`src/scs_map.svh`:
```
// Register offsets, field positions, reset values and response codes of the clock select block
`ifndef SCS_MAP_SVH
`define SCS_MAP_SVH

`define SCS_ADDR_W 8
`define SCS_OFF_SYSCTL 8'h00
`define SCS_OFF_LOOPCTL 8'h04
`define SCS_OFF_MEMCTL 8'h08
`define SCS_OFF_STATUS 8'h0c

`define SCS_SEL_LSB 0
`define SCS_SEL_MSB 1
`define SCS_BYP_BIT 0
`define SCS_INTSRC_BIT 1
`define SCS_DIV_LSB 16
`define SCS_DIV_MSB 25
`define SCS_WS_LSB 0
`define SCS_WS_MSB 2
`define SCS_PEND_BIT 4

`define SCS_SEL_RST 2'h0
`define SCS_BYP_RST 1'h1
`define SCS_INTSRC_RST 1'h1
`define SCS_DIV_RST 10'h000
`define SCS_WS_RST 3'h4

`define SCS_RESP_OKAY 2'h0
`define SCS_RESP_SLVERR 2'h2

`endif

```
`src/scs_pkg.sv`:
```
// Types shared by the clock select block
package scs_pkg;
    typedef enum logic [1:0] {
        SCS_SRC_WAKEUP = 2'b00,
        SCS_SRC_RSVD = 2'b01,
        SCS_SRC_PRESC = 2'b10,
        SCS_SRC_DIRECT = 2'b11
    } scs_src_t;
    typedef logic [9:0] scs_div_t;
    typedef logic [2:0] scs_ws_t;
endpackage

```
`src/scs_sync.sv`:
```
// Two-stage synchroniser for a group of asynchronous pin levels
`timescale 1ns/1ps
module scs_sync #(
    parameter int W = 1
) (
    input wire logic clk_sys,
    input wire logic reset_n,
    input wire logic [W-1:0] async_in,
    output logic [W-1:0] sync_out
);
    logic [W-1:0] meta_r;

    always_ff @(posedge clk_sys or negedge reset_n) begin
        if (!reset_n) begin
            meta_r <= '0;
            sync_out <= '0;
        end else begin
            meta_r <= async_in;
            sync_out <= meta_r;
        end
    end
endmodule

```
`src/scs_top.sv`:
```
// System clock source select, prescaler and flash wait-state control with AXI4-Lite registers
// Notes on behaviour
// RULE1 - Select 11 drives clock from direct input
// RULE2 - Select 10 with bypass uses oscillator prescaler
// RULE3 - Division factor is divider setting plus one
// RULE4 - Factor one passes oscillator with its duty
// RULE5 - Prescaler divides by up to 1024
// RULE6 - Bypass crystal, factor one, acts like direct
// RULE7 - Software sets wait states from clock frequency
// RULE8 - Wait states delay only non-sequential flash accesses
// RULE9 - Select 10 without bypass runs the PLL
// RULE10 - Select 00 takes the wakeup clock
// RULE11 - Source or divider switches never truncate pulses
//
// The register offsets and the AXI4-Lite interface to the registers were left to the implementer.
`timescale 1ns/1ps
`include "scs_map.svh"
module scs_top (
    input wire logic clk_sys,
    input wire logic reset_n,
    input wire logic [`SCS_ADDR_W-1:0] s_axi_awaddr,
    input wire logic s_axi_awvalid,
    output logic s_axi_awready,
    input wire logic [31:0] s_axi_wdata,
    input wire logic [3:0] s_axi_wstrb,
    input wire logic s_axi_wvalid,
    output logic s_axi_wready,
    output logic [1:0] s_axi_bresp,
    output logic s_axi_bvalid,
    input wire logic s_axi_bready,
    input wire logic [`SCS_ADDR_W-1:0] s_axi_araddr,
    input wire logic s_axi_arvalid,
    output logic s_axi_arready,
    output logic [31:0] s_axi_rdata,
    output logic [1:0] s_axi_rresp,
    output logic s_axi_rvalid,
    input wire logic s_axi_rready,
    input wire logic direct_clock_input,
    input wire logic crystal_input,
    input wire logic internal_clock_input,
    input wire logic wakeup_clock_input,
    input wire logic pll_clock_input,
    input wire logic flash_req,
    input wire logic flash_seq,
    output logic flash_ready,
    output logic [2:0] flash_wait_count,
    output logic pll_enable,
    output logic sys_clk
);
    import scs_pkg::*;

    // Bus and register state
    logic [`SCS_ADDR_W-1:0] aw_addr_r, aw_addr_nxt;
    logic aw_have_r, aw_have_nxt;
    logic [31:0] w_data_r, w_data_nxt;
    logic [3:0] w_strb_r, w_strb_nxt;
    logic w_have_r, w_have_nxt;
    logic awready_nxt, wready_nxt, bvalid_nxt, arready_nxt, rvalid_nxt;
    logic [1:0] bresp_nxt, rresp_nxt;
    logic [31:0] rdata_nxt;
    scs_src_t sel_r, sel_nxt;
    logic byp_r, byp_nxt, intsrc_r, intsrc_nxt;
    scs_div_t div_r, div_nxt;
    scs_ws_t ws_r, ws_nxt;

    // Clock path state
    scs_src_t act_sel_r, act_sel_nxt;
    logic act_byp_r, act_byp_nxt, act_int_r, act_int_nxt;
    scs_div_t act_div_r, act_div_nxt, cnt_r, cnt_nxt;
    logic sys_nxt, arm_r, arm_nxt, src_prev_r, prev_nxt, pll_en_nxt;

    // Flash state
    scs_ws_t fl_cnt_r, fl_cnt_nxt;
    logic fl_busy_r, fl_busy_nxt, fl_rdy_nxt;

    logic [4:0] pins_sync;
    logic src_lv, src_rise, divided, cfg_diff, pend;
    logic [31:0] wmask, loop_word, rd_word;
    logic rd_ok;

    // Every pin clock is sampled; sources must stay well below half of clk_sys
    scs_sync #(.W(5)) u_sync (
        .clk_sys(clk_sys),
        .reset_n(reset_n),
        .async_in({pll_clock_input, wakeup_clock_input, internal_clock_input,
                   crystal_input, direct_clock_input}),
        .sync_out(pins_sync)
    );

    always_comb begin
        src_lv = 1'b0;
        unique case (act_sel_r)
            SCS_SRC_DIRECT: src_lv = pins_sync[0]; // [RULE1]
            SCS_SRC_PRESC: begin
                if (act_byp_r) begin
                    src_lv = act_int_r ? pins_sync[2] : pins_sync[1]; // [RULE2] [RULE6]
                end else begin
                    src_lv = pins_sync[4]; // [RULE9]
                end
            end
            SCS_SRC_WAKEUP: src_lv = pins_sync[3]; // [RULE10]
            SCS_SRC_RSVD: src_lv = 1'b0;
        endcase
    end

    assign src_rise = src_lv & ~src_prev_r;
    assign divided = (act_sel_r == SCS_SRC_PRESC) && act_byp_r && (act_div_r != '0);
    assign cfg_diff = (sel_r != act_sel_r) || (byp_r != act_byp_r) ||
                      (intsrc_r != act_int_r) || (div_r != act_div_r);
    assign pend = cfg_diff | arm_r;

    always_comb begin
        act_sel_nxt = act_sel_r;
        act_byp_nxt = act_byp_r;
        act_int_nxt = act_int_r;
        act_div_nxt = act_div_r;
        cnt_nxt = cnt_r;
        arm_nxt = arm_r;
        sys_nxt = sys_clk;
        prev_nxt = src_lv;
        if (arm_r) begin
            // After a switch, start only on a clean rising edge of the new source
            sys_nxt = 1'b0;
            if (src_rise) begin
                arm_nxt = 1'b0;
                sys_nxt = 1'b1; // [RULE11]
                cnt_nxt = '0;
            end
        end else if (divided) begin
            if (src_rise) begin
                cnt_nxt = (cnt_r == act_div_r) ? '0 : cnt_r + 10'h001; // [RULE3] [RULE5]
                sys_nxt = (cnt_nxt <= {1'b0, act_div_r[9:1]});
            end
        end else begin
            sys_nxt = src_lv; // [RULE4]
        end
        // Change over only in a low phase (divided: at its end), so no high pulse is cut
        if (cfg_diff && !sys_clk &&
            (divided ? (src_rise && cnt_r == act_div_r) : !src_lv)) begin
            act_sel_nxt = sel_r; // [RULE11]
            act_byp_nxt = byp_r;
            act_int_nxt = intsrc_r;
            act_div_nxt = div_r;
            arm_nxt = 1'b1;
            sys_nxt = 1'b0;
            cnt_nxt = '0;
            // New source must be seen low first, else a mid-pulse start
            prev_nxt = 1'b1; // [RULE11]
        end
        pll_en_nxt = (act_sel_nxt == SCS_SRC_PRESC) && !act_byp_nxt; // [RULE9]
    end

    always_ff @(posedge clk_sys or negedge reset_n) begin
        if (!reset_n) begin
            act_sel_r <= SCS_SRC_WAKEUP;
            act_byp_r <= `SCS_BYP_RST;
            act_int_r <= `SCS_INTSRC_RST;
            act_div_r <= `SCS_DIV_RST;
            cnt_r <= '0;
            arm_r <= 1'b1;
            sys_clk <= 1'b0;
            src_prev_r <= 1'b1;
            pll_enable <= 1'b0;
        end else begin
            act_sel_r <= act_sel_nxt;
            act_byp_r <= act_byp_nxt;
            act_int_r <= act_int_nxt;
            act_div_r <= act_div_nxt;
            cnt_r <= cnt_nxt;
            arm_r <= arm_nxt;
            sys_clk <= sys_nxt;
            src_prev_r <= prev_nxt;
            pll_enable <= pll_en_nxt;
        end
    end

    // Sequential accesses are answered the next cycle and skip the wait states
    always_comb begin
        fl_cnt_nxt = fl_cnt_r;
        fl_busy_nxt = fl_busy_r;
        fl_rdy_nxt = 1'b0;
        if (fl_busy_r) begin
            if (fl_cnt_r <= 3'h1) begin
                fl_busy_nxt = 1'b0;
                fl_rdy_nxt = 1'b1;
            end else begin
                fl_cnt_nxt = fl_cnt_r - 3'h1;
            end
        end else if (flash_req) begin
            if (flash_seq || ws_r == '0) begin
                fl_rdy_nxt = 1'b1; // [RULE8]
            end else begin
                fl_busy_nxt = 1'b1; // [RULE8]
                fl_cnt_nxt = ws_r;
            end
        end
    end

    always_ff @(posedge clk_sys or negedge reset_n) begin
        if (!reset_n) begin
            fl_cnt_r <= '0;
            fl_busy_r <= 1'b0;
            flash_ready <= 1'b0;
            flash_wait_count <= `SCS_WS_RST;
        end else begin
            fl_cnt_r <= fl_cnt_nxt;
            fl_busy_r <= fl_busy_nxt;
            flash_ready <= fl_rdy_nxt;
            flash_wait_count <= ws_r;
        end
    end

    // Register read view
    always_comb begin
        wmask = {{8{w_strb_r[3]}}, {8{w_strb_r[2]}}, {8{w_strb_r[1]}}, {8{w_strb_r[0]}}};
        loop_word = '0;
        loop_word[`SCS_BYP_BIT] = byp_r;
        loop_word[`SCS_INTSRC_BIT] = intsrc_r;
        loop_word[`SCS_DIV_MSB:`SCS_DIV_LSB] = div_r;
        rd_word = '0;
        rd_ok = 1'b1;
        unique case (s_axi_araddr)
            `SCS_OFF_SYSCTL: rd_word[`SCS_SEL_MSB:`SCS_SEL_LSB] = sel_r;
            `SCS_OFF_LOOPCTL: rd_word = loop_word;
            `SCS_OFF_MEMCTL: rd_word[`SCS_WS_MSB:`SCS_WS_LSB] = ws_r;
            `SCS_OFF_STATUS: begin
                rd_word[`SCS_SEL_MSB:`SCS_SEL_LSB] = act_sel_r;
                rd_word[`SCS_PEND_BIT] = pend;
                rd_word[`SCS_DIV_MSB:`SCS_DIV_LSB] = act_div_r;
            end
            default: rd_ok = 1'b0;
        endcase
    end

    always_comb begin
        aw_addr_nxt = aw_addr_r;
        aw_have_nxt = aw_have_r;
        w_data_nxt = w_data_r;
        w_strb_nxt = w_strb_r;
        w_have_nxt = w_have_r;
        bvalid_nxt = s_axi_bvalid;
        bresp_nxt = s_axi_bresp;
        rvalid_nxt = s_axi_rvalid;
        rresp_nxt = s_axi_rresp;
        rdata_nxt = s_axi_rdata;
        sel_nxt = sel_r;
        byp_nxt = byp_r;
        intsrc_nxt = intsrc_r;
        div_nxt = div_r;
        ws_nxt = ws_r;
        if (s_axi_awvalid && s_axi_awready) begin
            aw_addr_nxt = s_axi_awaddr;
            aw_have_nxt = 1'b1;
        end
        if (s_axi_wvalid && s_axi_wready) begin
            w_data_nxt = s_axi_wdata;
            w_strb_nxt = s_axi_wstrb;
            w_have_nxt = 1'b1;
        end
        if (s_axi_bvalid && s_axi_bready) begin
            bvalid_nxt = 1'b0;
        end
        if (aw_have_r && w_have_r && !s_axi_bvalid) begin
            aw_have_nxt = 1'b0;
            w_have_nxt = 1'b0;
            bvalid_nxt = 1'b1;
            bresp_nxt = `SCS_RESP_OKAY;
            unique case (aw_addr_r)
                `SCS_OFF_SYSCTL: begin
                    if (w_strb_r[0]) begin
                        sel_nxt = scs_src_t'(w_data_r[`SCS_SEL_MSB:`SCS_SEL_LSB]);
                    end
                end
                `SCS_OFF_LOOPCTL: begin
                    if (w_strb_r[0]) begin
                        byp_nxt = w_data_r[`SCS_BYP_BIT];
                        intsrc_nxt = w_data_r[`SCS_INTSRC_BIT];
                    end
                    div_nxt = (w_data_r[`SCS_DIV_MSB:`SCS_DIV_LSB] &
                               wmask[`SCS_DIV_MSB:`SCS_DIV_LSB]) |
                              (div_r & ~wmask[`SCS_DIV_MSB:`SCS_DIV_LSB]);
                end
                `SCS_OFF_MEMCTL: begin
                    if (w_strb_r[0]) begin
                        ws_nxt = w_data_r[`SCS_WS_MSB:`SCS_WS_LSB]; // [RULE7]
                    end
                end
                `SCS_OFF_STATUS: bresp_nxt = `SCS_RESP_OKAY;
                default: bresp_nxt = `SCS_RESP_SLVERR;
            endcase
        end
        if (s_axi_rvalid && s_axi_rready) begin
            rvalid_nxt = 1'b0;
        end
        if (s_axi_arvalid && s_axi_arready) begin
            rvalid_nxt = 1'b1;
            rdata_nxt = rd_word;
            rresp_nxt = rd_ok ? `SCS_RESP_OKAY : `SCS_RESP_SLVERR;
        end
        awready_nxt = !aw_have_nxt;
        wready_nxt = !w_have_nxt;
        arready_nxt = !rvalid_nxt;
    end

    always_ff @(posedge clk_sys or negedge reset_n) begin
        if (!reset_n) begin
            aw_addr_r <= '0;
            aw_have_r <= 1'b0;
            w_data_r <= '0;
            w_strb_r <= '0;
            w_have_r <= 1'b0;
            s_axi_awready <= 1'b0;
            s_axi_wready <= 1'b0;
            s_axi_bvalid <= 1'b0;
            s_axi_bresp <= `SCS_RESP_OKAY;
            s_axi_arready <= 1'b0;
            s_axi_rvalid <= 1'b0;
            s_axi_rresp <= `SCS_RESP_OKAY;
            s_axi_rdata <= '0;
            sel_r <= SCS_SRC_WAKEUP;
            byp_r <= `SCS_BYP_RST;
            intsrc_r <= `SCS_INTSRC_RST;
            div_r <= `SCS_DIV_RST;
            ws_r <= `SCS_WS_RST;
        end else begin
            aw_addr_r <= aw_addr_nxt;
            aw_have_r <= aw_have_nxt;
            w_data_r <= w_data_nxt;
            w_strb_r <= w_strb_nxt;
            w_have_r <= w_have_nxt;
            s_axi_awready <= awready_nxt;
            s_axi_wready <= wready_nxt;
            s_axi_bvalid <= bvalid_nxt;
            s_axi_bresp <= bresp_nxt;
            s_axi_arready <= arready_nxt;
            s_axi_rvalid <= rvalid_nxt;
            s_axi_rresp <= rresp_nxt;
            s_axi_rdata <= rdata_nxt;
            sel_r <= sel_nxt;
            byp_r <= byp_nxt;
            intsrc_r <= intsrc_nxt;
            div_r <= div_nxt;
            ws_r <= ws_nxt;
        end
    end
endmodule

```
`config.mk`:
```
export PLATFORM = sky130hd
export DESIGN_NAME = scs_top
export DESIGN_NICKNAME = d
export VERILOG_FILES = /design/src/scs_pkg.sv /design/src/scs_sync.sv /design/src/scs_top.sv
export VERILOG_INCLUDE_DIRS = /design/src
export SDC_FILE = /design/constraint.sdc
export NUM_CORES = 1
export LEC_CHECK = 0
export BUFFER_PORTS_ARGS = -buffer_cell sky130_fd_sc_hd__clkbuf_2
export CELL_PAD_IN_SITES_DETAIL_PLACEMENT = 0
export CELL_PAD_IN_SITES_GLOBAL_PLACEMENT = 1
export CORE_ASPECT_RATIO = 1.2
export CORE_MARGIN = 2
export CORE_UTILIZATION = 25
export DETAILED_ROUTE_END_ITERATION = 7
export GPL_TIMING_DRIVEN = 0
export PLACE_DENSITY = 0.5
export SETUP_SLACK_MARGIN = 0.2
export SLEW_MARGIN = 10
export SYNTH_ARGS = -nofsm -noshare
export SYNTH_HDL_FRONTEND = slang
export SYNTH_HIERARCHICAL = 1
export SYNTH_SLANG_ARGS = --single-unit
export TNS_END_PERCENT = 30
```
`constraint.sdc`:
```
create_clock -name clk_sys -period 2.62 [get_ports clk_sys]
set_clock_uncertainty 0.1 [all_clocks]
set_input_delay 0.131 -clock clk_sys [delete_from_list [all_inputs] [get_ports clk_sys]]
set_output_delay 0.131 -clock clk_sys [all_outputs]
set_load 0.03 [all_outputs]
```
Word level (Yosys, flattened, before mapping)

Cells that the tools add are included.

Flip-flop bits (word level): 126
Input bits: 66
Output and inout bits: 47
Logic and storage cells: 151

Add/subtract/negate cells: 2
Magnitude comparators: 2
Equality and inequality tests: 18
Mux-type cells: 48
Bitwise logic cells: 7
Reduce and logical (&&, ||, !) cells: 41

Operators by type and width:

| operator              | number |
|---|---|
| $mux 10               | 6 |
| $eq 8x4->1 const B    | 4 |
| $mux 1                | 32 |
| $and 10x10->10        | 2 |
| $pmux 10 s2           | 1 |
| $eq 8x3->1 const B    | 2 |
| $logic_not 8->1       | 2 |
| $logic_and 1x1->1     | 13 |
| $mux 3                | 4 |
| $reduce_and 3->1      | 4 |
| $add 10x1->10 const B | 1 |
| $eq 10x10->1          | 1 |
| $le 10x9->1           | 1 |
| $ne 10x10->1          | 1 |
| $not 10->10           | 1 |
| $or 10x10->10         | 1 |
| $reduce_bool 10->1    | 1 |
| $pmux 2 s4            | 1 |
| $reduce_or 4->1       | 2 |
| $logic_not 1->1       | 7 |
| $eq 2x2->1 const B    | 3 |
| $mux 2                | 3 |
| $reduce_bool 2->1     | 3 |
| $logic_or 1x1->1      | 4 |
| other kinds (15)      | 18 |

Depth between registers and ports, before layout

Gate-level depths: netlist (run 1).

Depth in word-level cells: 10
Mapped depth: 14
Depth with buffers taken out: 12

By module

The synthesis (run 1) kept the hierarchy.

Modules (own cells, without submodules):

| module   | instances | cells each | area each (um^2) |
|---|---|---|---|
| scs_top  | 1         | 434        | 4956.0 |
| scs_sync | 1         | 10         | 250.2 |

Least setup slack after synthesis (run 1)

No wires, ideal clock.

Kind: register to register
Start point: register cnt_r[2]
End point: register sys_clk
Arrival time: 2674 ps
Required time: 2454 ps
Path slack: -219 ps
Stages on the path, launching flop included: 14
Period minus slack after synthesis: 2839 ps
Cell sequence: dfrtp_1 > clkbuf_1 > xnor2_1 > nand4_1 > nor4_1 > clkbuf_1 > nor2_1 > ha_1 > nand4_1 > nor3_1 > nor3_1 > a211o_1 > nor3_1 > o211a_1

Cells in the longest elaborated chain, start to end: 7
Elaborated cells on any way between the ends: 12
Those cells by class: add/sub (1); order compare (1); eq/ne (2); mux (6); reduce/logical (2)

RTL lines:

| element                                              | RTL line                       | text |
|---|---|---|
| start: declaration                                   | scs_top.sv:69                  | `scs_div_t act_div_r, act_div_nxt, cnt_r, cnt_nxt;` |
| start signal: assignment                             | scs_top.sv:169                 | `cnt_r <= cnt_nxt;` |
| $add 10x1->10 / $eq 10x10->1 (equally long branches) | scs_top.sv:131, scs_top.sv:139 |  |
| $mux 10                                              | scs_top.sv:131                 | `cnt_nxt = (cnt_r == act_div_r) ? '0 : cnt_r + 10'h001;` |
| $le 10x9->1                                          | scs_top.sv:132                 | `sys_nxt = (cnt_nxt <= {1'b0, act_div_r[9:1]});` |
| $mux 1                                               | scs_top.sv:130                 | `if (src_rise) begin` |
| $mux 1                                               | scs_top.sv:129                 | `end else if (divided) begin` |
| $mux 1                                               | scs_top.sv:121                 | `if (arm_r) begin` |
| $mux 1                                               | scs_top.sv:138                 | `if (cfg_diff && !sys_clk &&` |
| end signal: assignment                               | scs_top.sv:171                 | `sys_clk <= sys_nxt;` |
| end: declaration                                     | scs_top.sv:48                  | `output logic sys_clk` |

Several ways; a longest one is shown, not always the timed one. The select of a mux whose other input is x is not followed.
A chain may end at the register's enable or synchronous reset.

Worst setup path after layout (run 1)

Start point: register cnt_r[6]
End point: register sys_clk

Same word-level chain as after synthesis.

==> run_results.csv, run 1 <==
group,metric,value,unit
finish,n_antenna_cell,0,
setup_path,max_stage_delay,0.39,ns
clocking,clock_latency,0.36,ns
routing,vias,3768,
timing,hold_viol,0,
yosys,ys_ff_latch,110,
setup_path,path_cells,"buf_6 > xnor2_2 > nand4_1 > nor4_4 > clkbuf_8 > nor2_4 > ha_4 > nand4_1 > nor3_2 > nor3_2 > a211o_1 > nor3_2 > o211a_1",
finish,syn_to_final_growth,36.1,%
placement,place.gp.congestion,0.781,
yosys,syn_area,0.00521,sq mm
global_routing,grt_pass1_wl,21000,microns
setup_path,r2r_setup_slack,-0.32,ns
yosys,synth-compound-area-share,0.0668,
power,power.density,907,mW/mm^2
yosys,ys_warn_count,6,
global_routing,grt_use_total,0.125,
power,peakVddDrop,0.443,mV
floorplanning,fp-row-count,57,
worst_hold_path,min_path_type,"primary input to async pin",
finish,nets,677,
floorplanning,die_h,162,microns
timing,max_freq,340,MHz
finish,nFillCells,2028,
timing,hold_slack,0.104,ns
routing,wl_per_cell,15.1,microns
timing,period_needed,2.94,ns
timing,relSlewSlack,0.462,
routing,dr.pass1.iters,4,
yosys,synth-simple-area-share,0.109,
yosys,synth-edff-count,0,
yosys,synth_top_cells_by_area,"dfrtp_1 49%, mux2_2 12%, dfstp_2 4.0%, xnor2_1 3.9%, buf_4 3.0%",
clocking,clk_pin_slew,0.08,ns
timing,period_share,1.12,
placement,hpwlAfterDp,9400,microns
yosys,yosysTopAreaCellShare,0.490,
finish,layout_commonest_cell,"dfrtp_1",
yosys,synth_fa_ha_area_frac,0.0288,
run,max-cap-violations,0,
yosys,synth-xor-area-share,0.0538,
routing,viasPerCell,4.34,
clocking,cts.sinks,110,
setup_path,arrival,3.14,ns
floorplanning,coreArea,0.0203,sq mm
routing,drt-initial-drc-count,144,
timing,final_max_slew_viol_count,0,
finish,final_cell_area,0.00709,sq mm
placement,placed_cell_area,0.00601,sq mm
clocking,htreeDepth,3,
setup_path,required,2.83,ns
floorplanning,start_util,0.256,
power,p_leak,3.23,nW
status,violations,"setup timing",
setup_path,cpMostUsedCell,"nor3_2",
timing,rsz0062_at_grt,"yes",
yosys,yosysTopAreaCell,"dfrtp_1",
yosys,syn_inst,444,
clocking,cts_buffers,9,
clocking,clk_path_buf_depth,2,
status,status,"complete, but fails checks",
floorplanning,die_w,136,microns
timing,fin_ws,-0.319,ns
routing,remaining_drc_errors,0,
setup_path,critPathCaptureType,"flip-flop",
finish,final_cell_mix,"93 x dfrtp_1, 71 x clkbuf_2, 47 x mux2_2",
global_routing,grt_max_degree,86,
global_routing,grt_pass1_vias,3949,
setup_path,crit_fanout,5,
placement,numPortBuffers,71,
routing,ant_nets,0,
yosys,muxShareOfSynthArea,0.155,
yosys,async_reset_ff_frac,1.00,
clocking,root_buffer,"clkbuf_16",
yosys,ys_seq_area_frac,0.531,
finish,drive_gt1_frac,0.384,
yosys,synth_flop_cell,"dfrtp_1",
global_routing,gr-total-overflow,0,
routing,routed_wl,13100,microns
global_routing,antenna_found_initial,0,
yosys,yosysUniqueCellTypes,51,
power,finalPower,6.43,mW
floorplanning,dieArea,0.0220,sq mm
setup_path,path_class,"flip-flop to flip-flop",
timing,setup_viol,6,
yosys,syn_avg_cell_area,11.7,sq um
clocking,cts_tree,"yes",
floorplanning,pin_count,113,
timing,worst_pin_slew,0.807,ns
setup_path,crit_slowest_cell,"dfrtp_1",
setup_path,startpoint_type,"flip-flop",
yosys,synth_top_family_by_area,"multiplexers",
[flip-flops by register name, summed over array words and instances, names as in the netlist, 2 cells and up, named ones only]
signal and cells:
act_div_r 10, cnt_r 10, s_axi_rdata 14, flash_wait_count 3
act_sel_r 2, u_sync/sync_out 5, aw_addr_r 8, ws_r 3
fl_cnt_r 3, w_strb_r 3, u_sync/meta_r 5, w_data_r 13
sel_r 2
[path summary, 6_finish.rpt]
kind	depth (start not counted)	endpoint	startpoint
max reg2reg	13	sys_clk$_DFFE_PN0P_	cnt_r[6]$_DFFE_PN0P_
max	13	sys_clk$_DFFE_PN0P_	cnt_r[6]$_DFFE_PN0P_
min	2	s_axi_arready$_DFF_PN0_	reset_n
min reg2reg	0	u_sync/sync_out[2]$_DFF_PN0_	u_sync/meta_r[2]$_DFF_PN0_
min in group clk_sys	5	s_axi_rresp[1]$_DFFE_PN0P_	s_axi_araddr[6]
max in group asynchronous	3	act_div_r[5]$_DFFE_PN0P_	reset_n
[cells by family after synthesis]
group,after synthesis
adder cells (fa/ha/maj),12
multiplexers,71
XOR/XNOR,32
AND/OR/NAND/NOR,108
other,1
flip-flops,110
buffers and inverters,56
AO/OA/AOI/OAI,54
[critical path, delay by kind of cell (launching register included)]
family,cells,cell delay [ns]
buffers and inverters,2,0.38
DFF,1,0.39
xor gates and xnor gates,1,0.13
AOI/OAI and AO/OA,2,0.46
and+or+nand+nor,7,1.13
adders and majority gates,1,0.27
[where the power goes]
group / switching, mW / leakage [nW] / internal (mW)
Combinational: 1.36 / 1.71 / 1.33
Clock: 0.685 / 0.137 / 0.658
Sequential: 0.298 / 1.38 / 2.10
[per-layer routing]
layer	track usage	up-vias	part of all wire
met5	0	-	0
met4	0.0540	0	0.020
met3	0.0212	15	0.033
met2	0.219	72	0.51
met1	0.150	1860	0.43
li1	-	1821	-
[area by class of cell]
| type | instances | area, sq um | share of cell area |
|---|---|---|---|
| sequential | 110 | 2770 | 0.391 |
| multi-input combinational | 297 | 2440 | 0.344 |
| timing repair buffer | 125 | 916 | 0.129 |
| tap | 265 | 332 | 0.0468 |
| buffer | 36 | 265 | 0.0374 |
| clock buffer | 9 | 225 | 0.0318 |
| inverter | 20 | 75.1 | 0.0106 |
| clock inverter | 7 | 58.8 | 0.00830 |
[synthesized netlist by cell type, types with 8 or more instances]
| cell | count |
|---|---|
| ha_1 | 12 |
| o21ai_0 | 19 |
| mux2i_1 | 13 |
| clkbuf_1 | 13 |
| nand2_1 | 29 |
| dfrtp_1 | 102 |
| xor2_1 | 9 |
| nor2_1 | 30 |
| a21oi_1 | 10 |
| mux2_2 | 56 |
| dfstp_2 | 8 |
| buf_4 | 21 |
| xnor2_1 | 23 |
| nand4_1 | 10 |
| nand3_1 | 8 |
| a22oi_1 | 10 |
| inv_1 | 20 |
[timing repair]
item | 4_1_cts | 5_1_grt
pin swaps | 13 | 8
setup endpoints to repair | 28 | 33
endpoints found under the hold margin | 139 | 0
resized for setup | 46 | 24
hold buffers | 39 | 0
setup buffers | 5 | 6
gates cloned | 2 | 1
[metrics by stage]
step / std cells / setup WS [ns] / setup TNS [ns] / utilization
2_1_floorplan: 463 / 0.0401 / 0 / -
3_3_place_gp: 799 / -0.561 / -34.68 / 0.294
3_5_place_dp: 800 / -0.574 / -0.574 / 0.296
4_1_cts: 862 / -0.281 / -0.281 / 0.342
5_1_grt: 869 / -0.444 / -1.54 / 0.349
6_report: 869 / -0.319 / -0.520 / 0.349
Note: power is estimated with default switching activity, not from simulation.
==> run 2: changes to the inputs <==
--- a/config.mk
+++ b/config.mk
@@ -11,10 +11,11 @@
 export CELL_PAD_IN_SITES_GLOBAL_PLACEMENT = 1
 export CORE_ASPECT_RATIO = 1.2
 export CORE_MARGIN = 2
-export CORE_UTILIZATION = 25
+export CORE_UTILIZATION = 39
 export DETAILED_ROUTE_END_ITERATION = 7
 export GPL_TIMING_DRIVEN = 0
-export PLACE_DENSITY = 0.5
+export PLACE_DENSITY = 0.73
+export RECOVER_POWER = 100
 export SETUP_SLACK_MARGIN = 0.2
 export SLEW_MARGIN = 10
 export SYNTH_ARGS = -nofsm -noshare
==> run 2 against run 1 <==
  * The run still ends with setup timing left
  * Die area fell by 35%
  * Clock power about the same
  * Worst setup slack gained 0.037 ns
  * Largest cell class unchanged
==> run_results.csv, run 2 (same netlist as run 1, synthesis figures left out) <==
group,metric,value,unit
status,status,"complete, but fails checks",
status,violations,"setup timing",
timing,rsz0062_at_grt,"yes",
global_routing,grt_pass1_vias,3835,
clocking,clock_latency,0.35,ns
finish,drive_gt1_frac,0.313,
finish,nets,674,
global_routing,grt_pass1_wl,19200,microns
setup_path,startpoint_type,"flip-flop",
setup_path,r2r_setup_slack,-0.28,ns
timing,hold_slack,0.0449,ns
floorplanning,die_h,131,microns
finish,instances_no_fill,769,
placement,numPortBuffers,71,
power,power.density,922,mW/mm^2
timing,fin_ws,-0.282,ns
placement,place.gp.congestion,0.821,
setup_path,crit_fanout,5,
timing,period_share,1.11,
setup_path,r2r-start,"act_div_r[4]$_DFFE_PN0P_",
finish,layout_commonest_cell,"dfrtp_1",
timing,hold_viol,0,
placement,placed_cells,703,
routing,drt-initial-drc-count,116,
finish,seq_area,0.00277,sq mm
global_routing,gr-total-overflow,0,
finish,largest_reg_flops,14,
placement,post-place-ws,-0.465,ns
placement,placed_cell_area,0.00589,sq mm
setup_path,rr_worst_depth,12,
timing,fin_setup_tns,-0.491,ns
routing,route.met2.wl,6140,microns
timing,worst_pin_slew,1.42,ns
routing,dr_wl_met3,388,microns
clocking,cts.sinks,110,
setup_path,cp-startpoint,"act_div_r[4]$_DFFE_PN0P_",
setup_path,reg2reg_to,"sys_clk$_DFFE_PN0P_",
clocking,clk_pin_slew,0.07,ns
power,p_leak,3.13,nW
clocking,clk_path_buf_depth,2,
placement,hpwlAfterDp,8090,microns
timing,final_max_slew_viol_count,0,
global_routing,grt_max_degree,108,
clocking,root_buffer,"clkbuf_16",
power,finalPower,6.33,mW
finish,multiInputGateArea,0.00244,sq mm
routing,routed_wl,11700,microns
worst_hold_path,min_path_type,"primary input to async pin",
routing,dr.pass1.iters,4,
global_routing,antenna_found_initial,0,
finish,reg.largest.list,"s_axi_rdata (14), w_data_r (13)",
routing,routed.top_layer,"met4",
finish,regMostFlops,"s_axi_rdata",
floorplanning,pin_count,113,
timing,setup_viol,8,
clocking,cts_buffers,9,
finish,nFillCells,1199,
setup_path,required,2.80,ns
routing,vias,3786,
setup_path,crit_end,"sys_clk$_DFFE_PN0P_",
floorplanning,start_util,0.397,
floorplanning,coreArea,0.0131,sq mm
routing,ant_nets,0,
setup_path,critPathCaptureType,"flip-flop",
setup_path,arrival,3.08,ns
clocking,htreeDepth,3,
routing,viasPerCell,4.92,
floorplanning,die_w,109,microns
routing,remaining_drc_errors,0,
power,peakVddDrop,0.447,mV
timing,max_freq,345,MHz
floorplanning,dieArea,0.0143,sq mm
finish,final_util,0.523,
finish,syn_to_final_growth,31.9,%
routing,wl_per_cell,15.2,microns
finish,final_cell_mix,"97 x dfrtp_1, 42 x clkbuf_2, 40 x mux2_2",
timing,period_needed,2.90,ns
global_routing,grt_use_total,0.175,
timing,relSlewSlack,0.0516,
setup_path,path_class,"flip-flop to flip-flop",
routing,met1_length,4990,microns
finish,n_antenna_cell,0,
run,max-cap-violations,0,
finish,final_cell_area,0.00687,sq mm
clocking,cts_tree,"yes",
floorplanning,fp-row-count,46,
[run 2: cell types whose count changed in the layout (fill, tap and decap cells not counted), moves of 2 or more]
| cell | delta |
|---|---|
| clkbuf_8 | +2 |
| mux2_2 | -7 |
| clkbuf_1 | +31 |
| mux2_4 | +7 |
| dfrtp_2 | -4 |
| clkbuf_2 | -29 |
| clkinv_4 | -4 |
| dfrtp_1 | +4 |
| buf_4 | -3 |
[run 2: metal layers]
layer | up-vias | track usage
met5 | - | 0
met3 | 14 | 0.0352
li1 | 1815 | -
met4 | 0 | 0.0551
met1 | 1882 | 0.222
met2 | 75 | 0.299
[run 2: worst min-delay path by stage]
stage | from | endpoint | slack, ns | depth (start not counted)
floorplan | reset_n | async pin | -0.26 | 0
global placement | wakeup_clock_input | u_sync/meta_r[3]$_DFF_PN0_ | 0.14 | 1
detailed placement | reset_n | s_axi_rvalid$_DFF_PN0_ | -0.15 | 1
global route | reset_n | s_axi_rresp[1]$_DFFE_PN0P_ | 0.04 | 2
finish | reset_n | s_axi_arready$_DFF_PN0_ | 0.04 | 2
CTS | flash_seq | flash_ready$_DFF_PN0_ | 0.03 | 3
[run 2: what timing repair did]
action	4_1_cts	5_1_grt
endpoints found under the setup margin	28	36
cloned	2	0
hold buffers	38	0
pin swaps	16	14
hold endpoints to repair	137	0
setup buffers	5	5
resized for setup	46	22
[run 2: cell type report]
| class | count | area share |
|---|---|---|
| repair buffers | 122 | 0.119 |
| well taps | 168 | 0.0306 |
| multi-input cells | 297 | 0.356 |
| clock buffers | 12 | 0.0373 |
| plain buffers | 36 | 0.0384 |
| clock inverters | 4 | 0.00455 |
| inverters | 20 | 0.0109 |
| flip-flops and latches | 110 | 0.403 |
[run 2: worst max-delay path, cell delays in order, from the launching register on]
cell and delay [ns]:
dfrtp_2 0.45, xnor2_1 0.20, nand4_1 0.17, nor4_4 0.30, clkbuf_8 0.24, nor2_4 0.06
ha_4 0.26, nand4_1 0.15, nor3_2 0.24, nor3_1 0.07, a211o_1 0.32, nor3_2 0.11
o211a_1 0.16
[run 2: where the power goes]
group | switching [mW] | leakage (nW) | internal (mW)
clock | 0.621 | 0.137 | 0.703
combinational | 1.31 | 1.60 | 1.30
sequential | 0.305 | 1.39 | 2.10
total | 2.23 | 3.13 | 4.10
==> run 3: changes to the inputs <==
--- a/config.mk
+++ b/config.mk
@@ -12,6 +12,7 @@
 export CORE_ASPECT_RATIO = 1.2
 export CORE_MARGIN = 2
 export CORE_UTILIZATION = 39
+export CTS_BUF_LIST = sky130_fd_sc_hd__clkbuf_4 sky130_fd_sc_hd__clkbuf_8 sky130_fd_sc_hd__clkbuf_16
 export DETAILED_ROUTE_END_ITERATION = 7
 export GPL_TIMING_DRIVEN = 0
 export PLACE_DENSITY = 0.73
==> run 3 against run 2 <==
  * The flow still finishes with violations (setup timing)
  * Total power up 0.19%
  * Sequential power is essentially flat
  * Hold slack worse by 0.0031 ns
  * Global-route usage did not move
  * Wire length hardly changed
  * Critical path depth unchanged
  * Sequential cell count unchanged
  * First-iteration DRC count stayed put
  * Combinational power barely moved
  * Clock power is essentially flat
  * Die area unchanged
  * Fmax barely moved
==> run_results.csv, run 3 (same netlist as run 1, synthesis figures left out) <==
group,metric,value,unit
clocking,cts.sinks,110,
placement,placed_cells,703,
finish,largest_reg_flops,14,
setup_path,crit_fanout,5,
timing,period_needed,2.90,ns
clocking,clk_path_buf_depth,2,
timing,relSlewSlack,0.0505,
setup_path,required,2.80,ns
setup_path,worst-path-stages,12,
power,comb_power_share,0.411,
power,p_sw,2.24,mW
global_routing,grt_use_total,0.175,
setup_path,crit_buf_inv,1,
setup_path,arrival,3.08,ns
clocking,root_buffer,"clkbuf_16",
power,power.internal,4.11,mW
power,pwr-share-seq,0.378,
worst_hold_path,min_path_type,"primary input to async pin",
floorplanning,fp-row-count,46,
setup_path,path_class,"flip-flop to flip-flop",
setup_path,startpoint_type,"flip-flop",
floorplanning,pin_count,113,
placement,place.gp.congestion,0.821,
routing,dr.pass1.iters,4,
clocking,clock_latency,0.35,ns
timing,period_share,1.11,
run,max-cap-violations,0,
finish,layout_commonest_cell,"dfrtp_1",
finish,final_cell_mix,"97 x dfrtp_1, 42 x clkbuf_2, 40 x mux2_2",
finish,drive_gt1_frac,0.314,
power,power.density,923,mW/mm^2
setup_path,crit_slowest_cell,"dfrtp_2",
floorplanning,dieArea,0.0143,sq mm
routing,wl_per_cell,15.2,microns
finish,regMostFlops,"s_axi_rdata",
finish,syn_to_final_growth,32.0,%
clocking,htreeDepth,3,
power,peakVddDrop,0.447,mV
power,swShare,0.352,
global_routing,grt_pass1_vias,3835,
floorplanning,die_w,109,microns
floorplanning,die_h,131,microns
routing,ant_nets,0,
setup_path,critPathCaptureType,"flip-flop",
routing,viasPerCell,4.93,
placement,hpwlAfterDp,8090,microns
timing,worst_pin_slew,1.42,ns
setup_path,path_cells,"xnor2_1 > nand4_1 > nor4_4 > clkbuf_8 > nor2_4 > ha_4 > nand4_1 > nor3_2 > nor3_1 > a211o_1 > nor3_2 > o211a_1",
finish,nFillCells,1197,
timing,setup_viol,8,
global_routing,grt_max_degree,108,
timing,fin_ws,-0.281,ns
finish,instances_no_fill,769,
setup_path,r2r_setup_slack,-0.28,ns
global_routing,antenna_found_initial,0,
placement,numPortBuffers,71,
power,p_leak,3.13,nW
finish,n_antenna_cell,0,
setup_path,rr_worst_depth,12,
power,clkPwrFrac,0.210,
global_routing,gr-total-overflow,0,
finish,nets,674,
global_routing,grt_pass1_wl,19200,microns
floorplanning,start_util,0.397,
timing,max_freq,345,MHz
routing,vias,3788,
status,status,"complete, but fails checks",
clocking,clk_pin_slew,0.07,ns
setup_path,max_stage_delay,0.45,ns
timing,rsz0062_at_grt,"yes",
routing,remaining_drc_errors,0,
finish,reg.largest.list,"s_axi_rdata (14), w_data_r (13)",
setup_path,cpLargestDelayFamily,"simple AND/OR/NAND/NOR gates",
timing,hold_viol,0,
floorplanning,coreArea,0.0131,sq mm
timing,final_max_slew_viol_count,0,
routing,drt-initial-drc-count,116,
clocking,cts_tree,"yes",
power,finalPower,6.35,mW
clocking,cts_buffers,9,
routing,routed_wl,11700,microns
status,violations,"setup timing",
==> run 3: per-layer routing <==
layer  vias up  global-route usage  share of wire
met1      1889               0.222           0.43
met2        71               0.299           0.52
li1       1814                   -              -
met3        14              0.0352          0.032
met5         -                   0              0
met4         0              0.0551          0.016
==> run 3: stage by stage <==
step                      setup slack (ns)  hold slack, ns  TNS (ns)  utilization  instance area, sq um
final                               -0.281          0.0418    -0.492        0.524                  6870
after global routing                -0.464          0.0423     -3.69        0.524                  6870
after CTS                           -0.243          0.0311    -0.243        0.521                  6840
after detailed placement            -0.465          -0.154    -0.465        0.449                  5890
after global placement              -0.467           0.142    -18.16        0.446                  5860
after floorplan                     0.0401          -0.265         0            -                  5290
==> run 3: power groups by stage <==
stage | Sequential (mW) | Combinational (mW) | Clock (mW)
3_3_place_gp | 2.40 | 1.86 | 0
6_report | 2.40 | 2.61 | 1.34
3_5_place_dp | 2.41 | 1.91 | 0
2_1_floorplan | 2.43 | 1.36 | 0
4_1_cts | 2.39 | 2.53 | 1.36
5_1_grt | 2.46 | 2.83 | 1.44
==> run 3: what timing repair did <==
| item | in CTS | in global routing |
|---|---|---|
| gates cloned | 2 | 0 |
| buffers inserted | 5 | 5 |
| resized for setup | 46 | 22 |
| endpoints found under the setup margin | 28 | 36 |
| hold buffers | 38 | 0 |
| hold endpoints to repair | 137 | 0 |
| pin swaps | 16 | 14 |
==> run 3: worst paths after layout <==
| check | from | endpoint |
|---|---|---|
| max in group asynchronous | reset_n | act_div_r[1]$_DFFE_PN0P_ |
| hold / removal | reset_n | s_axi_arready$_DFF_PN0_ |
| setup / recovery | act_div_r[4]$_DFFE_PN0P_ | sys_clk$_DFFE_PN0P_ |
| setup reg to reg | act_div_r[4]$_DFFE_PN0P_ | sys_clk$_DFFE_PN0P_ |
| min in group clk_sys | flash_seq | flash_ready$_DFF_PN0_ |
| hold reg to reg | u_sync/meta_r[0]$_DFF_PN0_ | u_sync/sync_out[0]$_DFF_PN0_ |
==> run 3: final cells by class <==
type                       count  area (sq um)  share of cell area
buffer                        36           264              0.0384
sequential                   110          2770               0.403
clock inverter                 4          31.3             0.00455
inverter                      20          75.1              0.0109
timing repair buffer         122           818               0.119
tap                          168           210              0.0306
multi-input combinational    297          2440               0.356
clock buffer                  12           260              0.0379
==> run 3: worst register-to-register path: cells and delay by family, from the launching register on <==
kind / cells / cell delay, ns
flops: 1 / 0.45
buf+inv: 1 / 0.24
fa+ha+maj: 1 / 0.26
simple gates: 7 / 1.10
compound gates: 2 / 0.48
xor+xnor: 1 / 0.20
